`src/logic/prdt_pkg.sv`:
```
// Constants, code-groups and types shared by the receive decode and 10 Mb/s datapath.
package prdt_pkg;

  // ==========================================
  // Clocking
  localparam int CLK_MHZ = 100;
  localparam int NIB_CLK_100_KHZ = 25000;
  localparam int NIB_CLK_10_KHZ = 2500;
  localparam logic [5:0] HALF_100 = 6'(CLK_MHZ * 1000 / (2 * NIB_CLK_100_KHZ));
  localparam logic [5:0] HALF_10 = 6'(CLK_MHZ * 1000 / (2 * NIB_CLK_10_KHZ));

  // ==========================================
  // Descrambler
  localparam int IDLE_WINDOW_US = 40;
  localparam logic [11:0] IDLE_WINDOW_CYC = 12'(IDLE_WINDOW_US * CLK_MHZ);
  localparam logic [3:0] IDLE_RUN_BITS = 4'hA;
  localparam logic [3:0] KEY_LEN = 4'hB;
  localparam int KEY_TAP_HI = 10;
  localparam int KEY_TAP_LO = 8;

  // ==========================================
  // Code-groups and fixed nibbles
  localparam logic [4:0] CG_IDLE = 5'h1F;
  localparam logic [4:0] CG_J = 5'h18;
  localparam logic [4:0] CG_K = 5'h11;
  localparam logic [4:0] CG_T = 5'h0D;
  localparam logic [4:0] CG_R = 5'h07;
  localparam logic [3:0] NIB_SSD = 4'h5;
  localparam logic [3:0] NIB_BAD_SSD = 4'hE;
  localparam logic [3:0] NIB_ERR = 4'h0;

  // ==========================================
  // 10 Mb/s timing
  localparam int MAN_HALF_NS = 50;
  localparam logic [3:0] MAN_HALF_CYC = 4'(MAN_HALF_NS * CLK_MHZ / 1000);
  localparam logic [3:0] MAN_BIT_CYC = 4'(2 * MAN_HALF_NS * CLK_MHZ / 1000);
  localparam logic [3:0] MID_GAP_CYC = 4'(3 * MAN_HALF_NS * CLK_MHZ / 2000);
  localparam logic [3:0] MAN_LATE_CYC = 4'(13 * MAN_HALF_NS * CLK_MHZ / 5000);
  localparam int EOF_GAP_NS = 200;
  localparam logic [4:0] EOF_GAP_CYC = 5'(EOF_GAP_NS * CLK_MHZ / 1000);
  localparam int NLP_WIDTH_NS = 100;
  localparam logic [3:0] NLP_WIDTH_CYC = 4'(NLP_WIDTH_NS * CLK_MHZ / 1000);
  localparam int NLP_PERIOD_MS = 16;
  localparam int NLP_PERIOD_CYC = NLP_PERIOD_MS * CLK_MHZ * 1000;
  localparam int JABBER_MS = 45;
  localparam int JABBER_CYC = JABBER_MS * CLK_MHZ * 1000;
  localparam int LINK_LOSS_MS = 150;
  localparam int LINK_LOSS_CYC = LINK_LOSS_MS * CLK_MHZ * 1000;
  localparam int SQE_DELAY_NS = 1000;
  localparam int SQE_WIDTH_NS = 1000;
  localparam logic [7:0] SQE_START_CYC = 8'(SQE_DELAY_NS * CLK_MHZ / 1000);
  localparam logic [7:0] SQE_END_CYC = 8'((SQE_DELAY_NS + SQE_WIDTH_NS) * CLK_MHZ / 1000);

  // ==========================================
  // Types
  typedef enum logic [1:0] {AL_HUNT, AL_GOTJ, AL_FRAME} prdt_align_e;

  // Returns {valid, nibble} for a data code-group.
  function automatic logic [4:0] prdt_dec_5b(input logic [4:0] g);
    case (g)
      5'h1E: prdt_dec_5b = 5'h10;
      5'h09: prdt_dec_5b = 5'h11;
      5'h14: prdt_dec_5b = 5'h12;
      5'h15: prdt_dec_5b = 5'h13;
      5'h0A: prdt_dec_5b = 5'h14;
      5'h0B: prdt_dec_5b = 5'h15;
      5'h0E: prdt_dec_5b = 5'h16;
      5'h0F: prdt_dec_5b = 5'h17;
      5'h12: prdt_dec_5b = 5'h18;
      5'h13: prdt_dec_5b = 5'h19;
      5'h16: prdt_dec_5b = 5'h1A;
      5'h17: prdt_dec_5b = 5'h1B;
      5'h1A: prdt_dec_5b = 5'h1C;
      5'h1B: prdt_dec_5b = 5'h1D;
      5'h1C: prdt_dec_5b = 5'h1E;
      5'h1D: prdt_dec_5b = 5'h1F;
      default: prdt_dec_5b = 5'h00;
    endcase
  endfunction : prdt_dec_5b

endpackage : prdt_pkg

```
`src/logic/prdt_descrambler.sv`:
```
// Self-synchronising 100 Mb/s descrambler with idle-search window.
module prdt_descrambler
  import prdt_pkg::*;
(
  // Clock and reset
  input wire logic clk,
  input wire logic rst_n,
  // Scrambled bits
  input wire logic scr_bit,
  input wire logic scr_valid,
  // Descrambled bits and status
  output logic plain_bit_q,
  output logic plain_valid_q,
  output logic locked_q,
  output logic abort_q
);

  logic [10:0] key_q;
  logic [3:0] fill_q;
  logic [3:0] ones_q;
  logic [11:0] win_q;

  wire key_next = key_q[KEY_TAP_HI] ^ key_q[KEY_TAP_LO];
  wire plain = scr_bit ^ key_next;
  wire idle_seen = locked_q && scr_valid && plain && (ones_q >= IDLE_RUN_BITS - 4'h1);
  wire win_end = locked_q && (win_q == IDLE_WINDOW_CYC - 12'h001);

  always_ff @(posedge clk or negedge rst_n) begin
    if (!rst_n) begin
      key_q <= 11'h000;
      fill_q <= 4'h0;
      ones_q <= 4'h0;
      win_q <= 12'h000;
      locked_q <= 1'b0;
      abort_q <= 1'b0;
      plain_bit_q <= 1'b0;
      plain_valid_q <= 1'b0;
    end else begin
      plain_valid_q <= scr_valid && locked_q && !win_end;
      plain_bit_q <= plain;
      abort_q <= win_end;
      if (win_end) begin
        locked_q <= 1'b0;
        fill_q <= 4'h0;
        ones_q <= 4'h0;
      end else if (scr_valid) begin
        if (locked_q) begin
          key_q <= {key_q[9:0], key_next};
          ones_q <= !plain ? 4'h0 : (ones_q == IDLE_RUN_BITS) ? ones_q : ones_q + 4'h1;
        end else begin
          key_q <= {key_q[9:0], ~scr_bit};
          fill_q <= fill_q + 4'h1;
          if (fill_q == KEY_LEN - 4'h1) begin
            locked_q <= 1'b1;
          end
        end
      end
      if (!locked_q || idle_seen || win_end) begin
        win_q <= 12'h000;
      end else begin
        win_q <= win_q + 12'h001;
      end
    end
  end

endmodule : prdt_descrambler

```
`src/logic/prdt_ten_meg_tx.sv`:
```
// 10 Mb/s transmit unit: serialiser, Manchester coder, link pulses, jabber and heartbeat.
module prdt_ten_meg_tx
  import prdt_pkg::*;
#(
  parameter int NLP_CYC = NLP_PERIOD_CYC,
  parameter int JAB_CYC = JABBER_CYC
) (
  // Clock and reset
  input wire logic clk,
  input wire logic rst_n,
  // Nibble side
  input wire logic nib_rise,
  input wire logic tx_en,
  input wire logic [3:0] txd,
  // Line and status
  output logic line_q,
  output logic drive_q,
  output logic active_q,
  output logic jabber_q,
  output logic sqe_q,
  output logic take_q,
  output logic [3:0] take_nib_q
);

  logic [3:0] sh_q;
  logic [1:0] bit_q;
  logic [3:0] cyc_q;
  logic [23:0] nlp_q;
  logic [3:0] pw_q;
  logic [22:0] jab_q;
  logic [7:0] sqe_t_q;

  wire load = nib_rise && tx_en && !jabber_q;
  wire cur = sh_q[bit_q];
  wire second = cyc_q >= MAN_HALF_CYC;
  wire nlp_fire = !active_q && !tx_en && (nlp_q == 24'(NLP_CYC - 1));
  wire tx_end = active_q && (nib_rise || jabber_q) && !load;

  always_ff @(posedge clk or negedge rst_n) begin
    if (!rst_n) begin
      sh_q <= 4'h0;
      bit_q <= 2'h0;
      cyc_q <= 4'h0;
      active_q <= 1'b0;
      take_q <= 1'b0;
      take_nib_q <= 4'h0;
      line_q <= 1'b0;
      drive_q <= 1'b0;
    end else begin
      take_q <= load;
      if (load) begin
        take_nib_q <= txd;
      end
      if (load) begin
        sh_q <= txd;
        bit_q <= 2'h0;
        cyc_q <= 4'h0;
        active_q <= 1'b1;
      end else if (tx_end) begin
        active_q <= 1'b0;
      end else if (active_q) begin
        cyc_q <= (cyc_q == MAN_BIT_CYC - 4'h1) ? 4'h0 : cyc_q + 4'h1;
        if (cyc_q == MAN_BIT_CYC - 4'h1) begin
          bit_q <= bit_q + 2'h1;
        end
      end
      line_q <= active_q ? (second ? cur : ~cur) : (pw_q != 4'h0);
      drive_q <= active_q || (pw_q != 4'h0);
    end
  end

  always_ff @(posedge clk or negedge rst_n) begin
    if (!rst_n) begin
      nlp_q <= 24'h000000;
      pw_q <= 4'h0;
    end else begin
      nlp_q <= (active_q || tx_en || nlp_fire) ? 24'h000000 : nlp_q + 24'h000001;
      pw_q <= nlp_fire ? NLP_WIDTH_CYC : (pw_q != 4'h0) ? pw_q - 4'h1 : 4'h0;
    end
  end

  always_ff @(posedge clk or negedge rst_n) begin
    if (!rst_n) begin
      jab_q <= 23'h000000;
      jabber_q <= 1'b0;
    end else if (!tx_en) begin
      jab_q <= 23'h000000;
      jabber_q <= 1'b0;
    end else if (jab_q == 23'(JAB_CYC - 1)) begin
      jabber_q <= 1'b1;
    end else begin
      jab_q <= jab_q + 23'h000001;
    end
  end

  always_ff @(posedge clk or negedge rst_n) begin
    if (!rst_n) begin
      sqe_t_q <= 8'h00;
      sqe_q <= 1'b0;
    end else begin
      sqe_t_q <= tx_end ? 8'h01 : (sqe_t_q == 8'h00 || sqe_t_q == SQE_END_CYC) ? 8'h00 : sqe_t_q + 8'h01;
      sqe_q <= (sqe_t_q >= SQE_START_CYC) && (sqe_t_q < SQE_END_CYC);
    end
  end

endmodule : prdt_ten_meg_tx

```
`src/logic/prdt_top.sv`:
```
// Receive decode for 100 Mb/s and 10 Mb/s MII datapath of an Ethernet PHY.
// Notes on behaviour
// - During idle the descrambler learns its key, then holds it for data.
// - No idle within 40 us aborts reception and restarts synchronisation.
// - Code-group alignment is set by J/K and kept until the frame ends.
// - J/K becomes two 0101 nibbles; data groups become nibbles.
// - Receive valid rises with the first translated start-delimiter nibble.
// - T/R or two idles end carrier and valid; they give no nibbles.
// - Valid holds until T/R, two idles or link failure; nibbles follow the receive clock.
// - In a frame any group but data, idle or T/R raises the error flag.
// - A bad start delimiter gives error with nibble 1110 and no valid.
// - The 100 Mb/s receive clock runs at 25 MHz from the local reference.
// - At 10 Mb/s transmit nibbles are taken at 2.5 MHz while enable is high.
// - Half-duplex 10 Mb/s loops transmit data back without collision; heartbeat given.
// - Transmit nibbles become a 10 Mb/s Manchester stream on 20 MHz timing.
// - With transmit enable low, normal link pulses are sent.
// - Received Manchester is checked and reversed pair polarity is corrected.
// - Received Manchester is decoded into serial bits, then four-bit nibbles.
// - At 10 Mb/s receive nibbles are valid on a 2.5 MHz clock rise.
// - Link pulses seen while idle keep the 10 Mb/s link status alive.
// - Overlong transmit enable aborts transmission within 45 ms; clears when enable drops.
// - A status bit shows that jabber was detected.
// - J K T R idle codes are fixed; J only after idle, K only after J.
// - Invalid code-groups during a frame raise the error flag.
module prdt_top
  import prdt_pkg::*;
#(
  parameter int NLP_CYC = NLP_PERIOD_CYC,
  parameter int JAB_CYC = JABBER_CYC,
  parameter int LINK_CYC = LINK_LOSS_CYC
) (
  // Clock and reset
  input wire logic clk,
  input wire logic rst_n,
  // Mode
  input wire logic speed_100,
  input wire logic full_duplex,
  // 100 Mb/s recovered scrambled bits
  input wire logic scr_bit_in,
  input wire logic scr_bit_valid,
  // 10 Mb/s squelched line level
  input wire logic rx10_line,
  // MII transmit
  input wire logic [3:0] transmit_nibble_in,
  input wire logic transmit_valid_flag,
  output logic transmit_nibble_clock,
  // MII receive
  output logic [3:0] receive_nibble_out,
  output logic receive_valid_flag,
  output logic receive_error_flag,
  output logic receive_nibble_clock,
  output logic collision_flag,
  output logic carrier_sense,
  // 10 Mb/s line drive
  output logic tx10_line,
  output logic tx10_drive,
  // Status
  input wire logic jabber_status_read,
  output logic jabber_detected,
  output logic link_ok_10,
  output logic descrambler_locked
);

  // ==========================================
  // Nibble clock divider
  logic [5:0] ph_q;
  wire [5:0] half = speed_100 ? HALF_100 : HALF_10;
  wire ph_wrap = ph_q >= (half + half - 6'h01);
  wire [5:0] ph_d = ph_wrap ? 6'h00 : ph_q + 6'h01;
  wire slot = ph_q == half - 6'h01;

  always_ff @(posedge clk or negedge rst_n) begin
    if (!rst_n) begin
      ph_q <= 6'h00;
      receive_nibble_clock <= 1'b0;
      transmit_nibble_clock <= 1'b0;
    end else begin
      ph_q <= ph_d;
      receive_nibble_clock <= ph_d < half;
      transmit_nibble_clock <= ph_d < half;
    end
  end

  // ==========================================
  // 100 Mb/s descramble and align
  wire plain_bit;
  wire plain_valid;
  wire abort100;
  prdt_descrambler u_descr (
    .clk(clk),
    .rst_n(rst_n),
    .scr_bit(scr_bit_in),
    .scr_valid(scr_bit_valid),
    .plain_bit_q(plain_bit),
    .plain_valid_q(plain_valid),
    .locked_q(descrambler_locked),
    .abort_q(abort100)
  );

  prdt_align_e al_q;
  logic [9:0] sh_q;
  logic [2:0] cnt5_q;
  logic prev_t_q;
  logic prev_i_q;
  logic [1:0] e100_n_q;
  logic [5:0] e100_d_q;

  wire [9:0] sh_n = {sh_q[8:0], plain_bit};
  wire [4:0] grp = sh_n[4:0];
  wire [4:0] dec = prdt_dec_5b(grp);
  wire grp_end = plain_valid && (cnt5_q == 3'h4);

  always_ff @(posedge clk or negedge rst_n) begin
    if (!rst_n) begin
      al_q <= AL_HUNT;
      sh_q <= 10'h000;
      cnt5_q <= 3'h0;
      prev_t_q <= 1'b0;
      prev_i_q <= 1'b0;
      e100_n_q <= 2'h0;
      e100_d_q <= 6'h00;
    end else begin
      e100_n_q <= 2'h0;
      if (plain_valid) begin
        sh_q <= sh_n;
        cnt5_q <= (al_q == AL_HUNT || grp_end) ? 3'h0 : cnt5_q + 3'h1;
      end
      if (abort100) begin
        al_q <= AL_HUNT;
      end else if (plain_valid) begin
        case (al_q)
          AL_HUNT: begin
            if (sh_n == {CG_IDLE, CG_J}) begin
              al_q <= AL_GOTJ;
            end
          end
          AL_GOTJ: begin
            if (grp_end && grp == CG_K) begin
              e100_n_q <= 2'h2;
              e100_d_q <= {2'b10, NIB_SSD};
              prev_t_q <= 1'b0;
              prev_i_q <= 1'b0;
              al_q <= AL_FRAME;
            end else if (grp_end) begin
              e100_n_q <= 2'h1;
              e100_d_q <= {2'b01, NIB_BAD_SSD};
              al_q <= AL_HUNT;
            end
          end
          AL_FRAME: begin
            if (grp_end) begin
              prev_t_q <= (grp == CG_T);
              prev_i_q <= (grp == CG_IDLE);
              if (prev_t_q && grp == CG_R) begin
                al_q <= AL_HUNT;
              end else if (prev_i_q && grp == CG_IDLE) begin
                al_q <= AL_HUNT;
              end else if (prev_t_q || (dec[4] == 1'b0 && grp != CG_T && grp != CG_IDLE)) begin
                e100_n_q <= 2'h1;
                e100_d_q <= {2'b11, NIB_ERR};
              end else if (dec[4]) begin
                e100_n_q <= 2'h1;
                e100_d_q <= {2'b10, dec[3:0]};
              end
            end
          end
          default: al_q <= AL_HUNT;
        endcase
      end
    end
  end

  // ==========================================
  // 10 Mb/s transmit
  wire tx_active;
  wire tx_jabber;
  wire tx_sqe;
  wire tx_take;
  wire [3:0] tx_take_nib;
  prdt_ten_meg_tx #(
    .NLP_CYC(NLP_CYC),
    .JAB_CYC(JAB_CYC)
  ) u_ten_meg_transmit_unit (
    .clk(clk),
    .rst_n(rst_n),
    .nib_rise(ph_wrap && !speed_100),
    .tx_en(transmit_valid_flag),
    .txd(transmit_nibble_in),
    .line_q(tx10_line),
    .drive_q(tx10_drive),
    .active_q(tx_active),
    .jabber_q(tx_jabber),
    .sqe_q(tx_sqe),
    .take_q(tx_take),
    .take_nib_q(tx_take_nib)
  );
  wire half_10 = !speed_100 && !full_duplex;
  wire lb_push = half_10 && tx_take;

  // ==========================================
  // 10 Mb/s receive
  logic s1_q;
  logic s2_q;
  logic s3_q;
  logic lvl_q;
  logic prev_q;
  logic pol_q;
  logic car_q;
  logic [4:0] gap_q;
  logic [3:0] mid_q;
  logic [3:0] nsh_q;
  logic [1:0] nb_q;
  logic [1:0] bits_q;
  logic bad_q;
  logic e10_q;
  logic [5:0] e10_d_q;
  logic [23:0] link_q;

  wire edge10 = lvl_q != prev_q;
  wire is_mid = edge10 && (!car_q || mid_q >= MID_GAP_CYC);
  wire late = car_q && (mid_q > MAN_LATE_CYC);
  wire rbit = lvl_q ^ pol_q;
  wire car_end = car_q && !edge10 && (gap_q == EOF_GAP_CYC - 5'h01);
  wire lpulse = car_end && (bits_q < 2'h2);

  always_ff @(posedge clk or negedge rst_n) begin
    if (!rst_n) begin
      s1_q <= 1'b0;
      s2_q <= 1'b0;
      s3_q <= 1'b0;
      lvl_q <= 1'b0;
      prev_q <= 1'b0;
    end else begin
      s1_q <= rx10_line;
      s2_q <= s1_q;
      s3_q <= s2_q;
      if (s2_q == s3_q) begin
        lvl_q <= s3_q;
      end
      prev_q <= lvl_q;
    end
  end

  always_ff @(posedge clk or negedge rst_n) begin
    if (!rst_n) begin
      pol_q <= 1'b0;
      car_q <= 1'b0;
      gap_q <= 5'h00;
      mid_q <= 4'h0;
      nsh_q <= 4'h0;
      nb_q <= 2'h0;
      bits_q <= 2'h0;
      bad_q <= 1'b0;
      e10_q <= 1'b0;
      e10_d_q <= 6'h00;
    end else begin
      e10_q <= 1'b0;
      gap_q <= edge10 ? 5'h00 : (gap_q == EOF_GAP_CYC) ? gap_q : gap_q + 5'h01;
      mid_q <= is_mid ? 4'h0 : (mid_q == 4'hF) ? mid_q : mid_q + 4'h1;
      if (!car_q && gap_q == EOF_GAP_CYC) begin
        pol_q <= lvl_q;
      end
      if (edge10) begin
        car_q <= 1'b1;
      end else if (car_end) begin
        car_q <= 1'b0;
        nb_q <= 2'h0;
        bits_q <= 2'h0;
        bad_q <= 1'b0;
      end
      if (is_mid) begin
        nsh_q <= {rbit, nsh_q[3:1]};
        nb_q <= nb_q + 2'h1;
        bits_q <= (bits_q == 2'h2) ? bits_q : bits_q + 2'h1;
        bad_q <= (nb_q == 2'h3) ? 1'b0 : (bad_q || late);
        if (nb_q == 2'h3 && !half_10) begin
          e10_q <= 1'b1;
          e10_d_q <= {1'b1, bad_q || late, rbit, nsh_q[3:1]};
        end
      end
    end
  end

  always_ff @(posedge clk or negedge rst_n) begin
    if (!rst_n) begin
      link_q <= 24'h000000;
      link_ok_10 <= 1'b0;
    end else if (lpulse || car_end) begin
      link_q <= 24'h000000;
      link_ok_10 <= 1'b1;
    end else if (link_q == 24'(LINK_CYC - 1)) begin
      link_ok_10 <= 1'b0;
    end else begin
      link_q <= link_q + 24'h000001;
    end
  end

  // ==========================================
  // Receive nibble queue and MII outputs
  logic [5:0] q_mem [0:3];
  logic [1:0] wr_q;
  logic [1:0] rd_q;
  logic [2:0] cnt_q;

  wire [1:0] push_n = speed_100 ? e100_n_q : {1'b0, e10_q || lb_push};
  wire [5:0] push_d = speed_100 ? e100_d_q : (lb_push ? {2'b10, tx_take_nib} : e10_d_q);
  wire pop = slot && (cnt_q != 3'h0);
  wire [1:0] push_ok = (cnt_q <= 3'h4 - {1'b0, push_n}) ? push_n : 2'h0;

  always_ff @(posedge clk or negedge rst_n) begin
    if (!rst_n) begin
      wr_q <= 2'h0;
      rd_q <= 2'h0;
      cnt_q <= 3'h0;
      for (int i = 0; i < 4; i++) begin
        q_mem[i] <= 6'h00;
      end
    end else begin
      if (push_ok != 2'h0) begin
        q_mem[wr_q] <= push_d;
      end
      if (push_ok == 2'h2) begin
        q_mem[wr_q + 2'h1] <= push_d;
      end
      wr_q <= wr_q + push_ok;
      rd_q <= rd_q + {1'b0, pop};
      cnt_q <= cnt_q + {1'b0, push_ok} - {2'b00, pop};
    end
  end

  wire [5:0] head = q_mem[rd_q];

  always_ff @(posedge clk or negedge rst_n) begin
    if (!rst_n) begin
      receive_valid_flag <= 1'b0;
      receive_error_flag <= 1'b0;
      receive_nibble_out <= 4'h0;
    end else if (slot) begin
      receive_valid_flag <= pop && head[5];
      receive_error_flag <= pop && head[4];
      receive_nibble_out <= pop ? head[3:0] : 4'h0;
    end
  end

  // ==========================================
  // Carrier, collision and jabber status
  always_ff @(posedge clk or negedge rst_n) begin
    if (!rst_n) begin
      carrier_sense <= 1'b0;
      collision_flag <= 1'b0;
      jabber_detected <= 1'b0;
    end else begin
      carrier_sense <= speed_100 ? (al_q == AL_FRAME) : (car_q || (half_10 && tx_active));
      collision_flag <= half_10 && ((tx_active && car_q) || tx_sqe);
      jabber_detected <= tx_jabber || (jabber_detected && !jabber_status_read);
    end
  end

endmodule : prdt_top

```
`config.mk`:
```
export PLATFORM = sky130hd
export DESIGN_NAME = prdt_top
export DESIGN_NICKNAME = d
export VERILOG_FILES = /design/src/logic/prdt_pkg.sv /design/src/logic/prdt_descrambler.sv /design/src/logic/prdt_ten_meg_tx.sv /design/src/logic/prdt_top.sv
export SDC_FILE = /design/constraint.sdc
export NUM_CORES = 1
export LEC_CHECK = 0
export BUFFER_PORTS_ARGS = -buffer_cell sky130_fd_sc_hd__buf_2
export CORE_MARGIN = 2
export CORE_UTILIZATION = 40
export CTS_CLUSTER_SIZE = 12
export DETAILED_ROUTE_END_ITERATION = 10
export PLACE_DENSITY_LB_ADDON = 0.1
export SYNTH_ARGS = -nofsm -noshare
export SYNTH_HDL_FRONTEND = slang
export SYNTH_SLANG_ARGS = --single-unit
```
`constraint.sdc`:
```
create_clock -name clk -period 7.4 [get_ports clk]
set_input_delay 0.37 -clock clk [delete_from_list [all_inputs] [get_ports clk]]
set_output_delay 0.37 -clock clk [all_outputs]
set_load 0.02 [all_outputs]
```
==> flow_summary_export.csv <==
group,metric,value,unit
logic_synthesis,async_flop_share,1.00,
clocking,clkSinkCount,235,
worst_setup_path,path_class,"flop to flop",
grt,grt_overflow,0,
clocking,post_cts_buffers,0,
logic_synthesis,syn_area,0.0115,mm^2
route,dr.pass1.iters,4,
sta,worstMarginPinSlew,1.12,ns
worst_setup_path,cp_max_fo,6,
floorplan,die_y,174,um
route,drcViolationCount,0,
logic_synthesis,synthFlopType,"dfrtp_1",
route,final_antenna_net_count,0,
sta,relSlewSlack,0.248,
floorplan,core_area,0.0285,mm^2
clocking,cts_root_buffer,"clkbuf_16",
floorplan,die_width,174,um
logic_synthesis,synth_edf_count,0,
grt,grt_max_degree,95,
route,vias,7837,
sta,rsz0062_at_grt,"no",
logic_synthesis,yosysSeqAreaShare,0.510,
worst_setup_path,critPathRequiredTime,7.81,ns
sta,finalSetupTns,0,ns
logic_synthesis,synth.distinct_cells,77,
worst_setup_path,path_buf_inv,2,
route,wl_per_cell,15.0,um
cells_and_area,diodes,0,
logic_synthesis,ys_ff_latch,235,
cells_and_area,final_core_util,0.454,
logic_synthesis,yosys_warnings,0,
clocking,clock_path_buffers,3,
placement,hpwl,15700,um
floorplan,initial_core_util,0.404,
clocking,insertion_delay,0.53,ns
power,peakVddDrop,0.000144,V
run_status,outcome,"finished clean",
logic_synthesis,syn_nets,1154,
power,leakage,0.00583,uW
placement,dp_cells,1482,
logic_synthesis,synth_top_area_frac,0.510,
logic_synthesis,synthCells,1098,
power,p_per_area,316,mW/mm^2
worst_setup_path,arrival,3.65,ns
worst_setup_path,crit_path_frequent_cell,"ha_1",
sta,hold_violations,0,
cells_and_area,fillers,2777,
run,cap_violations,0,
clocking,cts_tree,"yes",
clocking,cts_resized,0,
sta,finalCritPeriodShare,0.438,
logic_synthesis,synthTopCellsByArea,"dfrtp_1 (51%), mux2_2 (5.0%), ha_1 (4.6%)",
hold_path,hold_class,"primary input to flop",
logic_synthesis,synth_area_leader_cell,"dfrtp_1",
worst_setup_path,critical-path-top-delay-family,"adder cells",
floorplan,rows,62,
route,dr.first_iter.drc_count,381,
clocking,cts_made_buffers,27,
sta,fin_skew,0.00857,ns
cells_and_area,drive_gt1_frac,0.135,
worst_setup_path,worst_path_max_delay_cell,"a21oi_1",
sta,post-route-min-period,3.24,ns
floorplan,dieArea,0.0302,mm^2
grt,grt.total_usage,0.159,
placement,io_buffer_count,27,
sta,setup_viol,0,
route,wirelength,23000,um
sta,max_freq,308,MHz
cells_and_area,syn2layout_area_growth,12.3,%
power,fin_total_pwr,4090,uW
placement,gp_congestion,0.769,
grt,antenna_found_initial,0,
worst_setup_path,cpPeakStageDelay,0.38,ns
cells_and_area,fin_cells,1533,
clocking,clk_pin_slew,0.06,ns
worst_setup_path,startpoint_type,"flop",
route,via_per_inst,5.11,
worst_setup_path,cp-end-kind,"flop",
clocking,htreeDepth,1,
grt,grt_pass1_wl,40200,um
worst_setup_path,crit_chain,"nand2b_1 -> a21oi_1 -> inv_1 -> ha_1 -> inv_1 -> ha_1 -> nor2b_1 -> o21ai_0 -> a32o_1 -> nand2_1 -> xnor2_1 -> ha_1 -> fa_1 -> xnor2_1",
cells_and_area,fin_nets,1185,
grt,grt_pass1_vias,7947,
floorplan,io_pins,28,
sta,drv_slew,0,
logic_synthesis,avgSynthCellArea,10.5,um^2
-- logic make-up (layout without fill, tap and decap cells) --
family	after synthesis	count (layout)	share of synthesized area
compound gates	149	149	0.0830
xor+xnor	96	96	0.0741
fa+ha+maj	44	44	0.0482
buf+inv	77	128	0.0261
flops	235	235	0.510
mux	67	67	0.0713
simple gates	430	430	0.187
-- what timing repair did --
item,in CTS,in global routing
hold buffers,2,0
endpoints found under the setup margin,0,0
hold endpoints to repair,93,0
-- layout make-up --
class	instances	area (um^2)	area share
tap	384	480	0.0371
timing repair buffer	32	188	0.0145
clock inverter	12	110	0.00850
multi-input combinational	786	5350	0.413
inverter	47	176	0.0136
sequential	235	5880	0.454
clock buffer	37	763	0.0589
-- stage by stage --
step / worst slack, ns / cell area (um^2) / hold WS (ns)
floorplan: 4.27 / 11500 / 0.0744
global placement: 3.74 / 12100 / 0.332
detailed placement: 3.69 / 12100 / 0.340
CTS: 4.18 / 12900 / 0.0899
global route: 3.89 / 12900 / 0.0956
finish: 4.16 / 12900 / 0.110
-- cell usage after synthesis, types with 3 or more instances --
library cell and n:
o21ai_0 41, nor3_1 21, ha_1 42, dfrtp_1 235, nand2b_1 9, o41ai_1 3, nand3_1 60, nand3b_1 5
a21oi_1 43, buf_2 6, xnor2_1 41, inv_1 46, o21bai_1 5, or2_2 6, a22o_1 9, a21o_1 4
or4_1 5, o211ai_1 4, a211oi_1 4, a31oi_1 3, mux2i_1 9, nor2b_1 8, xor2_1 54, nor4b_1 5
o31ai_1 6, nor2_1 128, nand4_1 26, nor4_1 10, and4_1 7, mux2_2 51, and2_1 5, and3_1 17
a221oi_1 3, or3_1 14, nand2_1 83, mux4_2 7, clkbuf_1 20, nor3b_1 4
-- layout by cell type (no fill, tap or decap), drive strengths merged, types with 3 or more instances in the layout --
cell type	instances
nand3	60
and2	5
buf	30
a22o	9
nor3b	4
and4	8
nor3	23
o41ai	3
mux2i	9
nor4b	5
nand3b	5
nor2	128
inv	46
o21ai	42
ha	42
and3	19
nor4	11
a211oi	4
o31ai	7
mux2	51
mux4	7
nand2	83
nand2b	9
xnor2	41
clkbuf	37
o211ai	5
clkinv	11
a221oi	3
or4	6
nand4	26
a21oi	43
a21o	5
dfrtp	235
or2	8
or3	15
a31oi	3
o21bai	5
xor2	54
nor2b	8
-- sequential cells by signal (all words and copies together), names as in the netlist, 8 cells and up --
name                             count
q_mem                               24
u_ten_meg_transmit_unit.nlp_q       24
u_ten_meg_transmit_unit.jab_q       23
u_descr.win_q                       12
u_ten_meg_transmit_unit.sqe_t_q      8
u_descr.key_q                       11
sh_q                                 9
link_q                              24
-- worst register-to-register path, stage by stage (launching register included) --
cell	delay, ns
dfrtp_1	0.35
nand2b_1	0.09
a21oi_1	0.38
inv_1	0.09
ha_1	0.29
inv_1	0.04
ha_1	0.29
nor2b_1	0.14
o21ai_0	0.21
a32o_1	0.23
nand2_1	0.13
xnor2_1	0.17
ha_1	0.22
fa_1	0.37
xnor2_1	0.13
-- final timing paths --
kind | end | cells past startpoint | slack [ns] | start
setup / recovery | cnt_q[2] | 14 | 4.16 | u_ten_meg_transmit_unit.take_q
min in group asynchronous | link_q[2] | 2 | 0.44 | rst_n
hold reg to reg | s2_q | 0 | 0.35 | s1_q
max in group asynchronous | jabber_detected | 3 | 5.54 | rst_n
setup reg to reg | cnt_q[2] | 14 | 4.16 | u_ten_meg_transmit_unit.take_q
hold / removal | u_ten_meg_transmit_unit.take_nib_q[2] | 2 | 0.11 | transmit_nibble_in[2]
-- per-layer routing --
metal	GRT usage	vias up	routed length (um)
li1	-	3912	-
met1	0.227	3818	11500
met2	0.255	73	10400
met3	0.0226	34	656
met4	0.0399	0	410
met5	0	-	0
-- where the power goes --
group	internal [uW]	total [uW]	switching [uW]
combinational	449	937	488
sequential	1560	1840	286
clock	787	1310	524
No activity file was read; power rests on OpenSTA's default activity.
